**config.mk**
```make
export PLATFORM = sky130hd
export DESIGN_NAME = ebs_top
export DESIGN_NICKNAME = d
export VERILOG_FILES = /design/src/core/ebs_pkg.sv /design/src/core/ebs_tmr_if.sv /design/src/core/ebs_sync.sv /design/src/core/ebs_timer.sv /design/src/core/ebs_top.sv
export SDC_FILE = /design/constraint.sdc
export NUM_CORES = 1
export LEC_CHECK = 0
export BUFFER_PORTS_ARGS = -buffer_cell sky130_fd_sc_hd__buf_2
export CORE_ASPECT_RATIO = 0.8
export CORE_MARGIN = 3
export CORE_UTILIZATION = 30
export CTS_CLUSTER_DIAMETER = 150
export CTS_CLUSTER_SIZE = 14
export DETAILED_ROUTE_END_ITERATION = 10
export GPL_TIMING_DRIVEN = 0
export HOLD_SLACK_MARGIN = 0.03
export PLACE_DENSITY_LB_ADDON = 0.3
export SYNTH_ARGS = -nofsm -noshare
export SYNTH_HDL_FRONTEND = slang
export SYNTH_HIERARCHICAL = 1
export SYNTH_SLANG_ARGS = --single-unit
```
**constraint.sdc**
```tcl
create_clock -name clk -period 10 [get_ports clk]
set_clock_uncertainty 0.15 [all_clocks]
set_input_delay 2 -clock clk [delete_from_list [all_inputs] [get_ports clk]]
set_output_delay 2 -clock clk [all_outputs]
set_load 0.005 [all_outputs]
```
**src/core/ebs_pkg.sv**
```systemverilog
// Shared constants for the external brake sequencer: register map,
// field layouts, reset values, state codes and timing counts.
// Assumes a 100 MHz system clock.
package ebs_pkg;

    // ----------------------------------------
    // Timing
    // ----------------------------------------
    localparam int unsigned CLK_PERIOD_NS = 10;
    // One step of every wait setting, 0.01 s
    localparam int unsigned WAIT_LSB_NS = 10000000;
    localparam int unsigned TICK_CYCLES = WAIT_LSB_NS / CLK_PERIOD_NS;
    localparam int unsigned TICK_W = 24;
    // Waits run 0.00 to 5.00 s in 0.01 s steps
    localparam logic [8:0] WAIT_MAX = 9'h1F4;

    // ----------------------------------------
    // Register map (byte offsets)
    // ----------------------------------------
    localparam logic [7:0] OFS_CTRL = 8'h00;
    localparam logic [7:0] OFS_WAIT_REL = 8'h04;
    localparam logic [7:0] OFS_WAIT_ACC = 8'h08;
    localparam logic [7:0] OFS_WAIT_STP = 8'h0C;
    localparam logic [7:0] OFS_WAIT_CNF = 8'h10;
    localparam logic [7:0] OFS_REL_FREQ = 8'h14;
    localparam logic [7:0] OFS_REL_CUR = 8'h18;
    localparam logic [7:0] OFS_STATUS = 8'h1C;
    localparam logic [7:0] OFS_INT_STAT = 8'h20;
    localparam logic [7:0] OFS_INT_MASK = 8'h24;

    // CTRL fields
    localparam int unsigned CTRL_EN_BIT = 0;
    localparam int unsigned CTRL_CLR_BIT = 1;
    // Interrupt fields
    localparam int unsigned INT_REL_BIT = 0;
    localparam int unsigned INT_ENG_BIT = 1;
    localparam int unsigned INT_FLT_BIT = 2;
    localparam int unsigned INT_W = 3;

    // Reset values
    localparam logic [15:0] REL_FREQ_RST = 16'h0000;
    // Rated current, in percent of rating
    localparam logic [7:0] REL_CUR_RST = 8'h64;
    // Frequency is in 0.01 Hz units, 400.0 Hz at most
    localparam logic [15:0] REL_FREQ_MAX = 16'h9C40;
    localparam logic [7:0] REL_CUR_MAX = 8'hC8;

    typedef enum logic [3:0] {
        ST_IDLE = 4'h0,
        ST_WAIT_FREQ = 4'h1,
        ST_REL_DLY = 4'h2,
        ST_CONF_ON = 4'h3,
        ST_ACC_DLY = 4'h4,
        ST_RUN = 4'h5,
        ST_CONF_OFF = 4'h6,
        ST_STP_DLY = 4'h7,
        ST_FAULT = 4'h8
    } ebs_state_e;

endpackage

```
**src/core/ebs_tmr_if.sv**
```systemverilog
// Link between the sequencer and its wait timer.
// Assumes both ends run on the same clock.
`timescale 1ns/1ps
`default_nettype none
interface ebs_tmr_if;
    logic start;
    logic [8:0] units;
    logic done;
    modport mgr (output start, output units, input done);
    modport tmr (input start, input units, output done);
endinterface
`default_nettype wire

```
**src/core/ebs_sync.sv**
```systemverilog
// Two-stage synchroniser for one pin level.
// Assumes the pin is asynchronous to clk.
`timescale 1ns/1ps
`default_nettype none
module ebs_sync (
    input wire logic clk,
    input wire logic rst_b,
    input wire logic pin,
    output logic level
);
    logic meta_q;

    always_ff @(posedge clk) begin
        if (!rst_b) begin
            meta_q <= 1'b0;
            level <= 1'b0;
        end else begin
            meta_q <= pin;
            level <= meta_q;
        end
    end
endmodule
`default_nettype wire

```
**src/core/ebs_timer.sv**
```systemverilog
// Wait timer counting in 0.01 s steps.
// Assumes start is a one-cycle pulse; done stays high until next start.
`timescale 1ns/1ps
`default_nettype none
module ebs_timer #(
    parameter int unsigned TICK_CYCLES = ebs_pkg::TICK_CYCLES
) (
    input wire logic clk,
    input wire logic rst_b,
    ebs_tmr_if.tmr tif
);
    import ebs_pkg::*;

    localparam logic [TICK_W-1:0] TICK_LAST = TICK_W'(TICK_CYCLES - 1);

    logic [TICK_W-1:0] tick_q;
    logic [8:0] cnt_q;
    logic run_q;
    logic done_q;

    assign tif.done = done_q;

    always_ff @(posedge clk) begin
        if (!rst_b) begin
            tick_q <= '0;
            cnt_q <= '0;
            run_q <= 1'b0;
            done_q <= 1'b0;
        end else if (tif.start) begin
            tick_q <= '0;
            cnt_q <= tif.units;
            run_q <= 1'b1;
            done_q <= 1'b0;
        end else if (run_q) begin
            if (cnt_q == 9'h000) begin
                run_q <= 1'b0;
                done_q <= 1'b1;
            end else if (tick_q == TICK_LAST) begin
                tick_q <= '0;
                cnt_q <= cnt_q - 9'h001;
            end else begin
                tick_q <= tick_q + 1'b1;
            end
        end
    end
endmodule
`default_nettype wire

```
**src/core/ebs_top.sv**
```systemverilog
// External brake sequencer with APB registers and one interrupt.
// Assumes drive frequency and current come from logic on clk;
// the brake confirmation contact is an asynchronous pin.
// Function
// Release brake only while driving the motor
// Release output, confirm input, separate fault output
// Release delay after reaching release frequency
// Hold frequency after confirmation, then accelerate
// After confirmation drops, wait, then stop
// Missing confirmation within window trips fault
// Programmable release frequency threshold starts delay
// Release only above minimum current
// Disabled: no release, no fault, no waiting
//
// Register access over APB and the register offsets are this design's own decisions.
`timescale 1ns/1ps
`default_nettype none
module ebs_top #(
    parameter int unsigned TICK_CYCLES = ebs_pkg::TICK_CYCLES
) (
    input wire logic clk,
    input wire logic rst_b,
    input wire logic psel,
    input wire logic penable,
    input wire logic pwrite,
    input wire logic [7:0] paddr,
    input wire logic [31:0] pwdata,
    output logic [31:0] prdata,
    output logic pready,
    output logic pslverr,
    input wire logic run_cmd,
    input wire logic [15:0] out_freq,
    input wire logic [7:0] out_current_pct,
    input wire logic brake_confirm_in,
    output logic brake_release_out,
    output logic brake_fault_out,
    output logic accel_hold_out,
    output logic decel_hold_out,
    output logic irq
);
    import ebs_pkg::*;

    // ----------------------------------------
    // Registers
    // ----------------------------------------
    logic en_q;
    logic [8:0] wait_rel_q, wait_acc_q, wait_stp_q, wait_cnf_q;
    logic [15:0] rel_freq_q;
    logic [7:0] rel_cur_q;
    logic [INT_W-1:0] int_stat_q, int_mask_q, ev;
    logic wr, rd, mapped, clr_fault;
    ebs_state_e state_q, state_d;
    logic conf_s;
    logic rel_d, flt_d;

    ebs_tmr_if tif ();

    // Confirmation input
    ebs_sync u_ebs_sync (
        .clk(clk),
        .rst_b(rst_b),
        .pin(brake_confirm_in),
        .level(conf_s)
    );

    ebs_timer #(
        .TICK_CYCLES(TICK_CYCLES)
    ) u_ebs_timer (
        .clk(clk),
        .rst_b(rst_b),
        .tif(tif)
    );

    // ----------------------------------------
    // APB slave
    // ----------------------------------------
    // Zero wait states; read data is captured in the setup cycle
    assign pready = 1'b1;
    assign wr = psel && penable && pwrite;
    assign rd = psel && penable && !pwrite;
    assign clr_fault = wr && (paddr == OFS_CTRL) && pwdata[CTRL_CLR_BIT];

    always_comb begin
        case (paddr)
            OFS_CTRL, OFS_WAIT_REL, OFS_WAIT_ACC, OFS_WAIT_STP, OFS_WAIT_CNF,
            OFS_REL_FREQ, OFS_REL_CUR, OFS_STATUS, OFS_INT_STAT,
            OFS_INT_MASK: mapped = 1'b1;
            default: mapped = 1'b0;
        endcase
    end

    assign pslverr = psel && penable && !mapped;

    always_ff @(posedge clk) begin
        if (!rst_b) begin
            prdata <= 32'h00000000;
        end else if (psel && !penable && !pwrite) begin
            case (paddr)
                OFS_CTRL: prdata <= {31'h0, en_q};
                OFS_WAIT_REL: prdata <= {23'h0, wait_rel_q};
                OFS_WAIT_ACC: prdata <= {23'h0, wait_acc_q};
                OFS_WAIT_STP: prdata <= {23'h0, wait_stp_q};
                OFS_WAIT_CNF: prdata <= {23'h0, wait_cnf_q};
                OFS_REL_FREQ: prdata <= {16'h0000, rel_freq_q};
                OFS_REL_CUR: prdata <= {24'h000000, rel_cur_q};
                OFS_STATUS: prdata <= {23'h0, conf_s, brake_fault_out,
                    brake_release_out, decel_hold_out, accel_hold_out, state_q};
                OFS_INT_STAT: prdata <= {29'h0, int_stat_q};
                OFS_INT_MASK: prdata <= {29'h0, int_mask_q};
                default: prdata <= 32'h00000000;
            endcase
        end
    end

    // Out-of-range settings clip to their maximum
    always_ff @(posedge clk) begin
        if (!rst_b) begin
            en_q <= 1'b0;
            wait_rel_q <= 9'h000;
            wait_acc_q <= 9'h000;
            wait_stp_q <= 9'h000;
            wait_cnf_q <= 9'h000;
            rel_freq_q <= REL_FREQ_RST;
            rel_cur_q <= REL_CUR_RST;
            int_mask_q <= '0;
        end else if (wr) begin
            case (paddr)
                OFS_CTRL: en_q <= pwdata[CTRL_EN_BIT];
                OFS_WAIT_REL: wait_rel_q <= (pwdata[8:0] > WAIT_MAX) ? WAIT_MAX : pwdata[8:0];
                OFS_WAIT_ACC: wait_acc_q <= (pwdata[8:0] > WAIT_MAX) ? WAIT_MAX : pwdata[8:0];
                OFS_WAIT_STP: wait_stp_q <= (pwdata[8:0] > WAIT_MAX) ? WAIT_MAX : pwdata[8:0];
                OFS_WAIT_CNF: wait_cnf_q <= (pwdata[8:0] > WAIT_MAX) ? WAIT_MAX : pwdata[8:0];
                // Release frequency setting
                OFS_REL_FREQ: rel_freq_q <= (pwdata[15:0] > REL_FREQ_MAX) ?
                    REL_FREQ_MAX : pwdata[15:0];
                // Release current setting
                OFS_REL_CUR: rel_cur_q <= (pwdata[7:0] > REL_CUR_MAX) ?
                    REL_CUR_MAX : pwdata[7:0];
                OFS_INT_MASK: int_mask_q <= pwdata[INT_W-1:0];
                default: en_q <= en_q;
            endcase
        end
    end

    // ----------------------------------------
    // Sequencer
    // ----------------------------------------
    always_comb begin
        state_d = state_q;
        case (state_q)
            ST_IDLE: begin
                if (run_cmd) begin
                    state_d = ST_WAIT_FREQ;
                end
            end
            ST_WAIT_FREQ: begin
                if (!run_cmd) begin
                    state_d = ST_IDLE;
                // Threshold starts delay
                end else if (out_freq >= rel_freq_q) begin
                    state_d = ST_REL_DLY;
                end
            end
            ST_REL_DLY: begin
                if (!run_cmd) begin
                    state_d = ST_IDLE;
                end else if (out_freq < rel_freq_q) begin
                    state_d = ST_WAIT_FREQ;
                // Release after delay, only when powering motor
                end else if (tif.done && (out_current_pct > rel_cur_q)) begin
                    state_d = ST_CONF_ON;
                end
            end
            ST_CONF_ON: begin
                if (conf_s) begin
                    state_d = ST_ACC_DLY;
                // Confirmation timeout
                end else if (tif.done) begin
                    state_d = ST_FAULT;
                end else if (!run_cmd) begin
                    state_d = ST_CONF_OFF;
                end
            end
            ST_ACC_DLY: begin
                if (!run_cmd) begin
                    state_d = ST_CONF_OFF;
                // Hold then accelerate
                end else if (tif.done) begin
                    state_d = ST_RUN;
                end
            end
            ST_RUN: begin
                if (!run_cmd) begin
                    state_d = ST_CONF_OFF;
                end
            end
            ST_CONF_OFF: begin
                if (!conf_s) begin
                    state_d = ST_STP_DLY;
                // Engage timeout
                end else if (tif.done) begin
                    state_d = ST_FAULT;
                end
            end
            ST_STP_DLY: begin
                // Wait before stopping
                if (tif.done) begin
                    state_d = ST_IDLE;
                end
            end
            ST_FAULT: begin
                if (clr_fault) begin
                    state_d = ST_IDLE;
                end
            end
            default: state_d = ST_IDLE;
        endcase
        // Disabled forces idle
        if (!en_q) begin
            state_d = ST_IDLE;
        end
    end

    // A timer start on every state change; the idle value is unused
    assign tif.start = (state_d != state_q);

    always_comb begin
        case (state_d)
            ST_REL_DLY: tif.units = wait_rel_q;
            ST_ACC_DLY: tif.units = wait_acc_q;
            ST_STP_DLY: tif.units = wait_stp_q;
            ST_CONF_ON, ST_CONF_OFF: tif.units = wait_cnf_q;
            default: tif.units = 9'h000;
        endcase
    end

    assign rel_d = (state_d == ST_CONF_ON) || (state_d == ST_ACC_DLY)
        || (state_d == ST_RUN);
    assign flt_d = (state_d == ST_FAULT);

    always_ff @(posedge clk) begin
        if (!rst_b) begin
            state_q <= ST_IDLE;
        end else begin
            state_q <= state_d;
        end
    end

    // Brake outputs
    always_ff @(posedge clk) begin
        if (!rst_b) begin
            brake_release_out <= 1'b0;
            brake_fault_out <= 1'b0;
            accel_hold_out <= 1'b0;
            decel_hold_out <= 1'b0;
        end else begin
            brake_release_out <= rel_d;
            brake_fault_out <= flt_d;
            accel_hold_out <= (state_d == ST_WAIT_FREQ) || (state_d == ST_REL_DLY)
                || (state_d == ST_CONF_ON) || (state_d == ST_ACC_DLY);
            decel_hold_out <= (state_d == ST_CONF_OFF) || (state_d == ST_STP_DLY);
        end
    end

    // ----------------------------------------
    // Interrupts
    // ----------------------------------------
    assign ev[INT_REL_BIT] = rel_d && !brake_release_out;
    assign ev[INT_ENG_BIT] = !rel_d && brake_release_out;
    assign ev[INT_FLT_BIT] = flt_d && !brake_fault_out;

    // Only bits captured by the read are cleared; events after its setup survive
    always_ff @(posedge clk) begin
        if (!rst_b) begin
            int_stat_q <= '0;
        end else if (rd && (paddr == OFS_INT_STAT)) begin
            int_stat_q <= (int_stat_q & ~prdata[INT_W-1:0]) | ev;
        end else begin
            int_stat_q <= int_stat_q | ev;
        end
    end

    assign irq = |(int_stat_q & int_mask_q);
endmodule
`default_nettype wire

```
==> flow_summary.ini, run 1 <==
[status]
status = complete, no violations

[grt]
grt_pass1_vias = 6519
grtUsageTotal = 0.193
grt_overflow_total = 0
grt_pass1_wl_um = 37500
grt_max_degree = 17
antenna_found_initial = 1

[route]
highest_layer = met4
routed-wl-met3_um = 2870
first_iter_violations = 814
route.detailed.drc = 0
wirelength_um = 24600
ant_nets = 0
vias_per_cell = 5.46
wl_met2_um = 9750
drt-met1-wl_um = 11700
drtPass1Iterations = 6
num_vias = 7086
wl_per_cell_um = 19.0

[synth]
synth.top_cell.area_share = 0.361
ys.flop_type = dfxtp_1
synthCells = 871
syn_area_sq_mm = 0.00709
synth-seq-cells = 128
yosysWarnings = 6
synthTopCellsByArea = dfxtp_1, nor2_1, a21oi_1
yosysTopAreaCell = dfxtp_1
synth.yosys.seq_area_share = 0.361
async_reset_ff_frac = 0
syn-mean-instance-area_sq_um = 8.14
synth-edff-count = 0
synthDistinctLibCells = 77

[power_and_ir_drop]
power_density_mw_per_mm2 = 149
pwr-share-comb = 0.059
p_leak_nw = 3.32
seqPwrFrac = 0.404
p_sw_mw = 0.295
clockPowerShare = 0.537
swShare = 0.232
p_int_mw = 0.976
vdd_ir_drop_max_uv = 114
finalPower_mw = 1.27

[floorplanning]
die_w_um = 178
rows = 49
io_pins = 110
start_util = 0.310
core_area_sq_mm = 0.0229
die-area_sq_mm = 0.0255
die_h_um = 144

[cells_and_area]
drive_gt1_frac = 0.158
final_cell_mix = dfxtp_1, nor2_1, nand2_1, buf_2, a21oi_1
fin_util = 0.374
areaGrowthSynthToFinish_pct = 20.5
nNetsFinal = 1076
design_area_sq_mm = 0.00855
final_common_cell = dfxtp_1
diodes = 0

[worst_setup_path]
critPathBufInv = 4
worstSetupStartpointType = primary input
cpPeakStageDelay_ns = 0.65
critPathTopFamily = compound AO/OA/AOI/OAI gates
required_ns = 10.20
path_class = in -> reg
path_cells = buf_2 > ha_1 > nand4_1 > or2_2 > a211oi_1 > o41ai_1 > o32ai_1 > buf_2 > xnor2_1 > nand4_1 > inv_1 > clkbuf_1 > o21ai_0 > a31oi_1
worstSetupEndpointType = flip-flop
slowest_stage = o32ai_1
cp_max_fo = 10
critPathArrivalTime_ns = 6.02

[min_path]
holdCritPathClass = reg -> reg

[placed_design]
portBuffers = 73
place_congestion = 0.938
post_dp_cell_area_sq_mm = 0.00790
hpwl_um = 18600

[flow_run]
max-cap-violations = 0

[timing]
fin_crit_sh = 0.582
drv_slew = 0
setup_viol = 0
rsz0062_at_grt = false
tightest_slew_ns = 0.940
clock.fmax_mhz = 172
maxSlewHeadroom = 0.372
fin_crit_ns = 5.82
tns_ns = 0
whs_ns = 0.296
timing.final.hold_violations = 0

[cts]
cts_made_buffers = 17
cts_tree = yes
cts_buffer_depth = 2
cts.sink_count = 128
cts_setup_buffers = 0
cts.clk_slew.worst_paths_ns = 0.06
postCtsResizedCells = 0
clock-root-buffer = clkbuf_16
hold_buffers = 0
clock_latency_ns = 0.43
cts_max_level = 4
[synthesized netlist by cell type, types with 4 or more instances]
cell type / n
a2111oi_0: 5
a21oi_1: 75
a221o_1: 11
a221oi_1: 14
a22oi_1: 16
a311oi_1: 11
a31oi_1: 7
a32o_1: 10
and2_1: 9
and3_1: 9
buf_2: 4
buf_4: 18
clkbuf_1: 39
dfxtp_1: 128
ha_1: 26
inv_1: 42
mux2i_1: 22
nand2_1: 78
nand3_1: 35
nand4_1: 20
nor2_1: 108
nor2b_1: 5
nor3_1: 7
nor3b_1: 5
nor4_1: 6
nor4b_1: 5
o211ai_1: 7
o21ai_0: 30
o22ai_1: 6
o31ai_1: 4
or2_2: 5
or3_1: 7
xnor2_1: 12
xor2_1: 19
[stage by stage]
step	worst slack (ns)	cells
floorplan	4.85	886
global placement	3.90	1265
detailed placement	3.85	1266
CTS	4.27	1298
global route	3.89	1298
finish	4.18	1298
[cells by family (layout without fill, tap and decap cells)]
family          count (synthesis)  count (layout)  synth area share
compound gates                226             226             0.221
other cells                     2              17           0.00106
buf+inv                       114             220            0.0788
xor+xnor                       31              31            0.0383
mux                            22              22            0.0310
flops                         128             128             0.361
simple gates                  322             322             0.223
fa+ha+maj                      26              26            0.0459
[layout make-up]
type                            instances  area [sq um]
Tap cell                              306           383
Clock inverter                         12           179
Sequential cell                       128          2560
Clock buffer                           20           467
Timing Repair Buffer                   74           370
Multi-Input combinational cell        644          4030
Buffer                                 71           398
Inverter                               43           161
Fill cell                            2360         14300
[metal layers]
metal | GRT usage | vias up
li1 | - | 3347
met5 | 0 | -
met4 | 0.0479 | 0
met2 | 0.265 | 317
met1 | 0.291 | 3402
met3 | 0.0565 | 20
[power groups by stage]
stage / logic [mW] / registers, mW / clock network (mW)
after CTS: 0.0728 / 0.513 / 0.693
after detailed placement: 0.0723 / 0.525 / 0
after global placement: 0.0720 / 0.525 / 0
final: 0.0745 / 0.514 / 0.683
after floorplan: 0.0382 / 0.524 / 0
after global routing: 0.0812 / 0.514 / 0.716
[path summary, 6_finish.rpt]
kind	from	endpoint	slack, ns	cells past startpoint
worst max-delay path	out_freq[13]	u_ebs_timer/cnt_q[7]	4.18	14
worst min-delay path	u_ebs_sync/meta_q	u_ebs_sync/level	0.30	1
worst max register to register	rel_freq_q[13]	u_ebs_timer/cnt_q[7]	5.33	14
worst min register to register	u_ebs_sync/meta_q	u_ebs_sync/level	0.30	1
[registers in the layout, summed over array words and instances (netlist names), 3 cells and up]
name	flops
prdata	16
wait_stp_q	9
u_ebs_timer/tick_q	24
u_ebs_timer/cnt_q	9
wait_rel_q	9
int_mask_q	3
state_q	4
int_stat_q	3
wait_cnf_q	9
rel_cur_q	8
wait_acc_q	9
rel_freq_q	16
Power figures use the tool's default switching activity.
==> run 2, diff against run 1 <==
Clock period 10 ns to 4.8 ns, I/O delays scaled along.
==> run 2 against run 1 <==
  * Power rose by 110%
  * Worst hold slack barely moved
  * Global-route usage did not move
  * Via count rose by 0.44%
  * Critical path type unchanged
  * Critical endpoint unchanged
  * Largest power group unchanged
==> flow_summary.ini, run 2 (synthesis results as in run 1) <==
[status]
status = complete, no violations

[timing]
fin_crit_sh = 0.932
setup_viol = 0
tightest_slew_ns = 0.940
drv_slew = 0
whs_ns = 0.296
fin_crit_ns = 4.47
timing.final.hold_violations = 0
maxSlewHeadroom = 0.372
clock.fmax_mhz = 223
rsz0062_at_grt = false

[grt]
grt_pass1_wl_um = 37500
grt_pass1_vias = 6519
antenna_found_initial = 1
grt_max_degree = 17
grt_overflow_total = 0
grtUsageTotal = 0.193

[power_and_ir_drop]
p_leak_nw = 3.32
vdd_ir_drop_max_uv = 242
power_density_mw_per_mm2 = 310

[floorplanning]
io_pins = 110
start_util = 0.310
die-area_sq_mm = 0.0255
die_w_um = 178
rows = 49
die_h_um = 144
core_area_sq_mm = 0.0229

[cells_and_area]
final_common_cell = dfxtp_1
top_regs = u_ebs_timer/tick_q (24), prdata (16), rel_freq_q (16)
nNetsFinal = 1076
largest_reg_flops = 24
diodes = 0
areaGrowthSynthToFinish_pct = 20.8
design_area_sq_mm = 0.00857
drive_gt1_frac = 0.161
layoutNonFillerInstCount = 1298
largest-register = u_ebs_timer/tick_q
final_cell_mix = dfxtp_1, nor2_1, nand2_1, buf_2, a21oi_1

[worst_setup_path]
r2r_slack_ns = 0.45
path_class = in -> reg
worstSetupStartpointType = primary input
required_ns = 5.00
critPathArrivalTime_ns = 4.68
rr_startpoint = rel_freq_q[13]
worstSetupEndpointType = flip-flop
r2r_end = u_ebs_timer/cnt_q[7]
cp_max_fo = 10
reg2regPathDepth = 14

[min_path]
worstHoldStart = u_ebs_sync/meta_q
worstHoldEndpoint = u_ebs_sync/level
holdCritPathClass = reg -> reg
whs_path_depth = 1

[cts]
cts.sink_count = 128
cts_max_level = 4
cts.clk_slew.worst_paths_ns = 0.06
cts_made_buffers = 17
postCtsResizedCells = 0
cts_setup_buffers = 0
clock-root-buffer = clkbuf_16
cts_buffer_depth = 2
cts_tree = yes
hold_buffers = 0
clock_latency_ns = 0.43

[route]
num_vias = 7117
drtPass1Iterations = 6
wirelength_um = 24700
first_iter_violations = 871
ant_nets = 0
wl_per_cell_um = 19.0
route.detailed.drc = 0
vias_per_cell = 5.48

[placed_design]
hpwl_um = 18600
placedCellCount = 1266
place_congestion = 0.938
post_dp_cell_area_sq_mm = 0.00790
portBuffers = 73

[flow_run]
max-cap-violations = 0
run 2: changes by cell type in the layout (fill, tap and decap cells not counted):
cell      previous run  this run
a211oi_2             1         2
clkbuf_1            39        38
o32ai_2              0         1
buf_1                2         3
a211oi_1             2         1
o41ai_2              0         1
o32ai_1              2         1
o41ai_1              3         2
run 2: where the power goes:
| part | leakage, nW | switching [mW] | internal (mW) |
|---|---|---|---|
| clock network | 0.309 | 0.517 | 0.912 |
| logic | 1.98 | 0.101 | 0.0553 |
| registers | 1.03 | 0.00322 | 1.07 |
run 2: routing by layer:
layer  GRT usage  wire, um  vias to the layer above
met2       0.265      9730                      359
met1       0.291     11700                     3377
met5           0         7                        -
met4      0.0479       343                        2
li1            -         -                     3348
met3      0.0565      2900                       31
run 2: stage by stage:
step / power, mW / worst slack, ns / TNS, ns / util
CTS: 2.66 / 0.114 / 0 / 0.374
detailed placement: 1.24 / -0.315 / -6.28 / 0.346
floorplan: 1.17 / 0.695 / 0 / -
finish: 2.65 / 0.325 / 0 / 0.375
global placement: 1.24 / -0.258 / -5.01 / 0.345
global route: 2.73 / 0.0961 / 0 / 0.375
run 2: how the worst max path moves through the flow:
| stage | from | to | slack [ns] | cells after the start |
|---|---|---|---|---|
| floorplan | out_freq[13] | u_ebs_timer/cnt_q[1] | 0.69 | 13 |
| finish | out_freq[13] | u_ebs_timer/cnt_q[7] | 0.33 | 14 |
| detailed placement | out_freq[13] | u_ebs_timer/cnt_q[7] | -0.31 | 14 |
| CTS | out_freq[13] | u_ebs_timer/cnt_q[7] | 0.11 | 14 |
| global route | out_freq[13] | u_ebs_timer/cnt_q[6] | 0.1 | 14 |
| global placement | out_freq[13] | u_ebs_timer/cnt_q[1] | -0.26 | 14 |
run 2: layout make-up:
class	count	area (sq um)
inverters	43	161
fillers	2360	14300
repair buffers	74	370
well taps	306	383
flip-flops and latches	128	2560
clock buffers	20	467
clock inverters	12	179
multi-input cells	644	4050
plain buffers	71	398
run 2: worst max-delay path, cell delays in order:
cell and delay (ns):
buf_2 0.10, ha_1 0.32, a211oi_2 0.18, nor2_1 0.10
or4_1 0.41, or4b_4 0.54, clkbuf_8 0.19, a31oi_1 0.36
xnor2_1 0.16, nand4_1 0.31, inv_1 0.30, buf_1 0.40
o21ai_0 0.17, a31oi_1 0.17
